[src/shared/fps_pkg.sv]
// Purpose: constants and types shared by the flash program sequencer
// Assumes: 200 MHz core clock, byte-wide control register writes
// Notes:   program time is a parameter of the top module
package fps_pkg;
	localparam int          page_bytes      = 128;
	localparam int          page_aw         = 7;
	localparam logic [3:0]  unlock_hi       = 4'h5;
	localparam logic [3:0]  launch_hi       = 4'ha;
	localparam logic [3:0]  op_user         = 4'h0;
	localparam logic [3:0]  op_xrow         = 4'h2;
	localparam logic [3:0]  op_hsb          = 4'h4;
	localparam logic [3:0]  op_clear        = 4'h6;
	localparam logic [7:0]  map_xrow        = 8'h02;
	localparam logic [7:0]  map_hsb         = 8'h04;
	localparam logic [7:0]  map_hsb_load    = 8'h0c;
	localparam logic [15:0] xrow_base       = 16'hff80;
	localparam logic [15:0] hsb_addr        = 16'h0000;
	localparam int          map_bit         = 3;
	localparam logic [7:0]  ctrl_reset      = 8'h00;
	localparam logic [2:0]  lock_reset      = 3'b011;
	localparam int          clock_mhz       = 200;
	localparam int          prog_time_us    = 2000;
	localparam int          prog_cycles     = prog_time_us * clock_mhz;
	localparam int          launch_delay    = 2;
	localparam logic [1:0]  launch_delay_c  = 2'h2;
	typedef enum logic [1:0] {
		fps_idle  = 2'b00,
		fps_wait  = 2'b01,
		fps_erase = 2'b10,
		fps_prog  = 2'b11
	} fps_state_e;
	typedef enum logic [1:0] {
		fps_tgt_user = 2'b00,
		fps_tgt_xrow = 2'b01,
		fps_tgt_hsb  = 2'b10
	} fps_target_e;
endpackage : fps_pkg

[src/design/fps_lock_level.sv]
// Purpose: decode three lock bits into protection enables
// Assumes: programmed bit reads as 0
// Notes:   lock bits are only changed by the parallel programmer
module fps_lock_level (
	input  wire logic [2:0] lock_bits,     // lock bit two..zero
	output logic            block_ext_code_move_instr, // external code reads of internal bytes
	output logic            latch_ea,       // latch external access pin at reset
	output logic            block_par_prog, // parallel flash programming blocked
	output logic            block_par_wr,   // parallel data memory writes blocked
	output logic            block_verify,   // parallel verify and data reads blocked
	output logic            block_ext_exec  // external execution blocked
);
	logic [2:0] level;
	// highest programmed bit wins: level 1..4
	always_comb begin
		if (!lock_bits[2])
			level = 3'h4;
		else if (!lock_bits[1])
			level = 3'h3;
		else if (!lock_bits[0])
			level = 3'h2;
		else
			level = 3'h1;
	end
	// restrictions accumulate with level
	assign block_ext_code_move_instr = level >= 3'h2;
	assign latch_ea       = level >= 3'h2;
	assign block_par_prog = level >= 3'h2;
	assign block_par_wr   = level >= 3'h2;
	assign block_verify   = level >= 3'h3;
	assign block_ext_exec = level >= 3'h4;
endmodule : fps_lock_level

[src/design/fps_sequencer.sv]
// Purpose: flash page program sequencer with page buffer and unlock codes
// Assumes: one control write per instruction; instr_strobe marks each instruction
// Notes:   flash array is outside; this block drives erase/program strobes
// Summary of operation
// - 50h then A0h launches user write
// - 52h then A2h launches extra row write
// - 54h then A4h launches security write
// - busy flag clears when write finishes
// - last loaded page address is programmed
// - buffer clears after successful write
// - 56h then A6h clears the buffer
// - 50h/52h/54h/56h not followed by matching Ax flags error
// - user or extra row launch with empty buffer flags error
// - error cleared by software or success
// - control 02h maps extra row reads
// - control 04h maps security byte read
// - three lock bits, default level four
// - level two blocks parallel programming
// - level three also blocks parallel verify
// - level four blocks external execution
// - programming starts second cycle, busy held
// - buffer writes ignored while busy
// - erase then program only loaded bytes
module fps_sequencer #(
	parameter int prog_cycles = fps_pkg::prog_cycles // program time in cycles
) (
	input  wire logic        clock,            // core clock
	input  wire logic        rst_b,            // synchronous reset
	input  wire logic        instr_strobe,     // one pulse per executed instruction
	input  wire logic        ctrl_wr,          // write to flash control register
	input  wire logic [7:0]  ctrl_wdata,       // control write data
	input  wire logic        from_boot_area,   // code runs from boot flash area
	input  wire logic        err_clear,        // software clears sequence error
	input  wire logic        buf_wr,           // page buffer store
	input  wire logic [15:0] buf_addr,         // page buffer store address
	input  wire logic [7:0]  buf_wdata,        // page buffer store data
	input  wire logic        code_rd,          // code space read
	input  wire logic [15:0] code_addr,        // code read address
	input  wire logic [7:0]  flash_rdata,      // user flash byte
	input  wire logic [7:0]  xrow_rdata,       // extra row byte
	input  wire logic        par_lock_wr,      // parallel mode lock write
	input  wire logic [2:0]  par_lock_data,    // new lock bits
	output logic [7:0]       flash_control_reg,// control register readback
	output logic [7:0]       flash_status_reg, // status register readback
	output logic             programming_in_progress, // busy flag
	output logic             sequence_error_flag,     // sequence error
	output logic             buffer_loaded_flag,      // buffer holds data
	output logic             buffer_space_map,        // buffer mapped for stores
	output logic [7:0]       code_rdata,       // mapped code read data
	output logic             fl_erase,         // erase strobe for one byte
	output logic             fl_prog,          // program strobe for one byte
	output logic [1:0]       fl_target,        // space being written
	output logic [15:0]      fl_addr,          // byte address being written
	output logic [7:0]       fl_wdata,         // byte being written
	output logic [2:0]       lock_bits,        // lock bits two..zero
	output logic             block_ext_code_move_instr,   // level 2 restriction
	output logic             latch_ea,         // level 2 restriction
	output logic             block_par_prog,   // level 2 restriction
	output logic             block_par_wr,     // level 2 restriction
	output logic             block_verify,     // level 3 restriction
	output logic             block_ext_exec    // level 4 restriction
);
	localparam int cw = $clog2(prog_cycles + 1);

	logic [7:0]                mem [fps_pkg::page_bytes];
	logic [fps_pkg::page_bytes-1:0] loaded;
	logic [8:0]                page;
	logic [7:0]                hsb_data;
	logic                      armed;
	logic [3:0]                armed_op;
	fps_pkg::fps_state_e       state;
	fps_pkg::fps_target_e      target;
	logic [1:0]                delay;
	logic [cw-1:0]             timer;
	logic [fps_pkg::page_aw-1:0] idx;
	logic                      launch;
	logic                      clear_cmd;
	logic                      bad_seq;
	logic                      empty_launch;
	logic                      done;
	logic                      buf_take;
	logic                      hsb_take;

	// true when a byte is the matching second unlock byte
	function automatic logic is_match(input logic [3:0] op, input logic [7:0] d);
		is_match = (d[7:4] == fps_pkg::launch_hi) && (d[3:0] == op);
	endfunction : is_match

	// true when a code is a known first unlock byte
	function automatic logic is_first(input logic [7:0] d);
		is_first = (d[7:4] == fps_pkg::unlock_hi) && (d[3:0] == fps_pkg::op_user
			|| d[3:0] == fps_pkg::op_xrow || d[3:0] == fps_pkg::op_hsb
			|| d[3:0] == fps_pkg::op_clear);
	endfunction : is_first

	// unlock decode: second byte on the next instruction completes it
	always_comb begin
		launch    = 1'b0;
		clear_cmd = 1'b0;
		bad_seq   = 1'b0;
		if (armed && ctrl_wr && from_boot_area && is_match(armed_op, ctrl_wdata)) begin
			if (armed_op == fps_pkg::op_clear)
				clear_cmd = 1'b1;
			else
				launch = 1'b1;
		end else if (armed && instr_strobe) begin
			bad_seq = 1'b1;
		end
	end
	assign empty_launch = launch && (loaded == '0) && (armed_op != fps_pkg::op_hsb);
	assign buf_take = buf_wr && buffer_space_map && !programming_in_progress
		&& flash_control_reg[2:1] == 2'b00;
	assign hsb_take = buf_wr && flash_control_reg == fps_pkg::map_hsb_load
		&& buf_addr == fps_pkg::hsb_addr && !programming_in_progress;

	// arm on a first unlock byte from the boot area
	always_ff @(posedge clock) begin
		if (!rst_b) begin
			armed     <= 1'b0;
			armed_op  <= 4'h0;
		end else if (ctrl_wr && is_first(ctrl_wdata) && from_boot_area
			&& !programming_in_progress) begin
			armed     <= 1'b1;
			armed_op  <= ctrl_wdata[3:0];
		end else if (launch || clear_cmd || bad_seq) begin
			armed     <= 1'b0;
		end
	end

	// control register: plain writes are mapping values, unlock bytes are not stored
	always_ff @(posedge clock) begin
		if (!rst_b)
			flash_control_reg <= fps_pkg::ctrl_reset;
		else if (ctrl_wr && ctrl_wdata[7:4] != fps_pkg::unlock_hi
			&& ctrl_wdata[7:4] != fps_pkg::launch_hi)
			flash_control_reg <= ctrl_wdata;
	end
	assign buffer_space_map = flash_control_reg[fps_pkg::map_bit];

	// sequence error: hardware set wins over any clear
	always_ff @(posedge clock) begin
		if (!rst_b)
			sequence_error_flag <= 1'b0;
		else if (bad_seq || empty_launch)
			sequence_error_flag <= 1'b1;
		else if (err_clear || done)
			sequence_error_flag <= 1'b0;
	end

	// page buffer contents and loaded marks
	always_ff @(posedge clock) begin
		if (!rst_b || done || clear_cmd) begin
			loaded <= '0;
		end else if (buf_take) begin
			mem[buf_addr[fps_pkg::page_aw-1:0]]    <= buf_wdata;
			loaded[buf_addr[fps_pkg::page_aw-1:0]] <= 1'b1;
		end
	end
	// loaded flag follows any mark or a security byte capture
	always_ff @(posedge clock) begin
		if (!rst_b || done || clear_cmd)
			buffer_loaded_flag <= 1'b0;
		else if (buf_take || hsb_take)
			buffer_loaded_flag <= 1'b1;
	end
	// page of last store selects the programmed page
	always_ff @(posedge clock) begin
		if (!rst_b)
			page <= 9'h000;
		else if (buf_take)
			page <= buf_addr[15:fps_pkg::page_aw];
	end
	// security byte capture and lock bits
	always_ff @(posedge clock) begin
		if (!rst_b)
			hsb_data <= 8'hff;
		else if (hsb_take)
			hsb_data <= buf_wdata;
	end
	always_ff @(posedge clock) begin
		if (!rst_b)
			lock_bits <= fps_pkg::lock_reset;
		else if (par_lock_wr)
			lock_bits <= par_lock_data;
	end

	// write engine: wait, then per byte erase and program
	always_ff @(posedge clock) begin
		if (!rst_b) begin
			state  <= fps_pkg::fps_idle;
			target <= fps_pkg::fps_tgt_user;
			delay  <= 2'h0;
			timer  <= '0;
			idx    <= '0;
		end else begin
			case (state)
				fps_pkg::fps_idle: begin
					if (launch && !empty_launch) begin
						state <= fps_pkg::fps_wait;
						delay <= fps_pkg::launch_delay_c - 2'h1;
						idx   <= '0;
						case (armed_op)
							fps_pkg::op_xrow: target <= fps_pkg::fps_tgt_xrow;
							fps_pkg::op_hsb:  target <= fps_pkg::fps_tgt_hsb;
							default:          target <= fps_pkg::fps_tgt_user;
						endcase
					end
				end
				fps_pkg::fps_wait: begin
					if (delay == 2'h1)
						state <= fps_pkg::fps_erase;
					delay <= delay - 2'h1;
				end
				fps_pkg::fps_erase: begin
					state <= fps_pkg::fps_prog;
					timer <= cw'(prog_cycles - 1);
				end
				fps_pkg::fps_prog: begin
					if (timer != '0) begin
						timer <= timer - cw'(1);
					end else if (idx == fps_pkg::page_aw'(fps_pkg::page_bytes - 1)
						|| target == fps_pkg::fps_tgt_hsb) begin
						state <= fps_pkg::fps_idle;
					end else begin
						idx   <= idx + fps_pkg::page_aw'(1);
						state <= fps_pkg::fps_erase;
					end
				end
				default: state <= fps_pkg::fps_idle;
			endcase
		end
	end
	assign done = state == fps_pkg::fps_prog && timer == '0
		&& (idx == fps_pkg::page_aw'(fps_pkg::page_bytes - 1)
		|| target == fps_pkg::fps_tgt_hsb);
	assign programming_in_progress = state != fps_pkg::fps_idle;
	assign fl_target = target;

	// array strobes only for loaded bytes or the security byte
	always_ff @(posedge clock) begin
		if (!rst_b) begin
			fl_erase <= 1'b0;
			fl_prog  <= 1'b0;
			fl_addr  <= 16'h0000;
			fl_wdata <= 8'h00;
		end else begin
			fl_erase <= state == fps_pkg::fps_erase
				&& (loaded[idx] || target == fps_pkg::fps_tgt_hsb);
			fl_prog  <= state == fps_pkg::fps_prog && timer == cw'(prog_cycles - 1)
				&& (loaded[idx] || target == fps_pkg::fps_tgt_hsb);
			fl_addr  <= (target == fps_pkg::fps_tgt_hsb) ? fps_pkg::hsb_addr
				: {page, idx};
			fl_wdata <= (target == fps_pkg::fps_tgt_hsb) ? hsb_data : mem[idx];
		end
	end

	// code read mapping
	always_ff @(posedge clock) begin
		if (!rst_b)
			code_rdata <= 8'h00;
		else if (code_rd) begin
			if (flash_control_reg == fps_pkg::map_xrow && code_addr >= fps_pkg::xrow_base)
				code_rdata <= xrow_rdata;
			else if (flash_control_reg == fps_pkg::map_hsb && code_addr == fps_pkg::hsb_addr)
				code_rdata <= {hsb_data[7:3], lock_bits};
			else
				code_rdata <= flash_rdata;
		end
	end

	assign flash_status_reg = {4'h0, buffer_loaded_flag, 1'b0, sequence_error_flag,
		programming_in_progress};

	fps_lock_level u_lock (
		.lock_bits      (lock_bits),
		.block_ext_code_move_instr (block_ext_code_move_instr),
		.latch_ea       (latch_ea),
		.block_par_prog (block_par_prog),
		.block_par_wr   (block_par_wr),
		.block_verify   (block_verify),
		.block_ext_exec (block_ext_exec)
	);
endmodule : fps_sequencer

[config.mk]
export PLATFORM = sky130hd
export DESIGN_NAME = fps_sequencer
export DESIGN_NICKNAME = d
export VERILOG_FILES = /design/src/shared/fps_pkg.sv /design/src/design/fps_lock_level.sv /design/src/design/fps_sequencer.sv
export SDC_FILE = /design/constraint.sdc
export NUM_CORES = 1
export LEC_CHECK = 0
export BUFFER_PORTS_ARGS = -buffer_cell sky130_fd_sc_hd__clkbuf_2
export CORE_AREA = 10 10 367 369
export CTS_CLUSTER_DIAMETER = 100
export DETAILED_ROUTE_END_ITERATION = 16
export DIE_AREA = 0 0 377 379
export PLACE_DENSITY_LB_ADDON = 0.1
export SYNTH_ARGS = -nofsm -noshare
export SYNTH_HDL_FRONTEND = slang
export SYNTH_SLANG_ARGS = --single-unit
[constraint.sdc]
create_clock -name clock -period 3.19 [get_ports clock]
set_input_delay 0.4785 -clock clock [delete_from_list [all_inputs] [get_ports clock]]
set_output_delay 0.4785 -clock clock [all_outputs]
set_load 0.01 [all_outputs]
==> metrics.csv <==
metric,value,unit
Sink Count,1260,
number of H-tree levels,4,
post-route minimum period,3139,ps
Iteration-0 DRC Markers,2361,
HP Class,in2reg,
deepest clock path buffer count,3,
Max-Cap Viols,0,
Post-Route WL,136.1,mm
Overflow after GRT,0,
Avg WL per Cell,28.26,um
Worst Setup Path Type,reg2reg,
data arrival time of the critical path,3530,ps
CTS Buf Count,139,
peak fanout along the critical path,23,
Initial Util,38.85,%
cell row count,131,
Die Span X,377,um
Reg-to-Reg Start,timer[1],
final setup margin,50.82,ps
final hold vios,0,
setup TNS,0,ps
worst slew pin tran,1131,ps
critical path capture point type,flip-flop,
reg2reg setup slack,50,ps
Post-synth top flop,edfxtp_1,
filler cell count in the final layout,10760,
Top Ports,141,
Root Buffer,clkbuf_16,
first-pass GRT wire length,201.0,mm
Core Box Area,127000,um^2
cell taking the most area after synthesis,edfxtp_1,
clock skew,20.05,ps
CTS tree,yes,
Synth Cell Area,49350,um^2
Final Max Slew Viols,0,
port bufs,135,
CP required,3580,ps
Tcrit/Tclk final,98.41,%
leading post-synthesis cells by cell area,"edfxtp_1 62%, mux4_2 16%, dfxtp_1 9.6%",
Worst VDD drop,565.3,uV
cell area power density,596.8,nW/um^2
routability cong.,0.8151,
synthesis-to-layout area growth,17.91,%
hold worst-path end,code_rdata[0],
hpwl dp,89.11,mm
vias in the first global route,28130,
"EDFF count, synth",1024,
dpl ws,-187.2,ps
CP cell instances,inv_1 > ha_1 > or3b_2 > or4_1 > nand4b_1 > o211a_4 > nand3_1 > buf_12 > nor2_1,
share of the synthesized area in the top cell type,62.31,%
area of the multi-input gates,13090,um^2
Crit-path slowest cell,nor2_1,
sequential fraction of the synthesis area,71.88,%
"flops & latches, synth",1260,
Synth Instances,2746,
initial antenna violation count,1,
status,"complete, no violations",
Die Ht,379,um
DR pass1 iterations,5,
Final ANT Viol Nets,0,
Worst slew margin,24.09,%
RSZ-0062 raised after global routing,yes,
asr flop ratio synth,0,%
Nets,3120,
Critical Path Source Type,flip-flop,
crit path launch,timer[1],
GRT Total Usage,19.17,%
drt drc,0,
clock transition at the registers of the reported paths,60,ps
die area,142900,um^2
mean area per synthesized cell,17.97,um^2
register area,35490,um^2
layout cell share with drive strength beyond 1,28.92,%
worst r2r dst,mem[18][7],
CP max stage delay,560,ps
hold depth,3,
Worst-Skew Late Latency,770,ps
Post-Place Cell Area,53180,um^2
largest net degree at the start of global routing,130,
Yosys cell types,65,
Ant. Diodes,0,
via count,26640,
synth warn,0,
P_leak,18.42,nW
final setup vio count,0,
post-route cell area,58190,um^2
Worst R2R Path Depth,9,
Max Freq,318.6,MHz
Hold Path Origin,xrow_rdata[0],
max FFs per register,1024,
vias per inst,5.534,
per-stage QoR:
step / total power, mW / cells / hold WS [ps] / utilization, %
detailed placement: 18.80 / 4529 / 446.4 / 41.87
global placement: 18.78 / 4529 / 437.1 / 41.87
finish: 34.72 / 4815 / 54.17 / 45.81
CTS: 35.12 / 4815 / 2.140 / 45.78
floorplan: 18.30 / 2750 / 431.9 / -
global route: 35.84 / 4815 / 33.07 / 45.81
layout by cell type, fill, tap and decap left out, types with 9 or more instances in the layout:
master         instances
nand3b_1              17
xor2_1                 9
nor3_1                14
or3b_2                13
dfxtp_1              230
dlygate4sd3_1         29
clkbuf_1              22
bufinv_16             13
nor2b_1               10
buf_4                134
nor4_1                47
buf_12                42
clkinv_1              27
clkbuf_2             127
clkbuf_8              12
mux4_2               343
nand2_1              193
or3_1                 10
clkbuf_16            148
mux2i_1               49
a21oi_1               32
inv_1                 17
nor2_1               150
o21ai_0              145
a22oi_1               13
clkinv_2              23
nand4_1               26
o31ai_1               11
nor2_2                14
a22o_1                11
a221oi_1              16
edfxtp_1            1024
nand3_1               34
and3_1                21
layout make-up:
| class | count | area share (%) |
|---|---|---|
| flip-flops and latches | 1260 | 60.99 |
| multi-input cells | 1286 | 22.50 |
| clock buffers | 182 | 6.791 |
| repair buffers | 334 | 4.832 |
| well taps | 1662 | 3.574 |
| clock inverters | 73 | 1.202 |
| inverters | 18 | 0.1161 |
worst max-delay path, delay by kind of cell (launching register included):
kind	cells	cell delay, ps
buf+inv	2	370
fa+ha+maj	1	180
flops	1	370
compound gates	1	420
simple gates	5	1420
cells by family after synthesis:
logic type,Yosys count,share of synthesized area [%]
flops,1260,71.88
simple gates,590,5.778
mux,401,16.85
compound gates,268,3.337
buf+inv,204,1.716
xor+xnor,17,0.3017
fa+ha+maj,5,0.1268
other cells,1,0.007599
repair_timing:
action | 4_1_cts | 5_1_grt
setup endpoints to repair | 72 | 85
resized for setup | 5 | 11
buffers inserted | 2 | 0
hold buffers | 29 | 0
pin swaps | 1 | 0
hold endpoints to repair | 29 | 0
synthesized netlist by cell type, types with 4 or more instances:
master / instances
buf_2: 23
a21oi_1: 32
nand3_1: 34
clkbuf_1: 118
a211oi_1: 4
or4_1: 5
or3_1: 10
nand3b_1: 17
and3_1: 21
edfxtp_1: 1024
nor2b_1: 10
nor3_1: 14
buf_1: 32
inv_1: 17
o221a_2: 6
xnor2_1: 8
o31ai_1: 11
a31oi_1: 7
nor2_1: 164
xor2_1: 9
mux2i_1: 50
ha_1: 5
o21ai_0: 145
mux4_2: 343
a221oi_1: 16
buf_4: 12
mux2_2: 8
nand2b_1: 6
nand2_1: 193
nor4_1: 47
nand4_1: 26
and2_1: 8
or3b_2: 13
a22oi_1: 13
dfxtp_1: 236
nand4b_1: 6
a22o_1: 11
metal layers:
metal / vias up / share of wire [%] / global-route usage [%] / routed length (um)
met5: - / 0 / 0 / 0
met2: 722 / 50 / 32.27 / 67710
met4: 0 / 2.0 / 4.926 / 2765
met1: 14100 / 43 / 25.87 / 58850
li1: 11640 / - / - / -
met3: 180 / 4.9 / 3.134 / 6733
power by group:
part / internal (mW) / switching (mW) / total [mW]
registers: 17.8 / 0.0220 / 17.8
clock network: 9.77 / 6.50 / 16.3
logic: 0.160 / 0.504 / 0.665
total: 27.7 / 7.03 / 34.7
worst max-delay path by stage:
stage                 endpoint  slack, ps  depth (start not counted)
CTS                 mem[34][3]         30                          9
finish              mem[18][7]         50                          9
global route        mem[18][7]        -70                          9
detailed placement  mem[32][5]       -190                          9
global placement    mem[32][1]       -240                          9
floorplan           mem[68][0]        130                         12
Power figures use the tool's default switching activity.
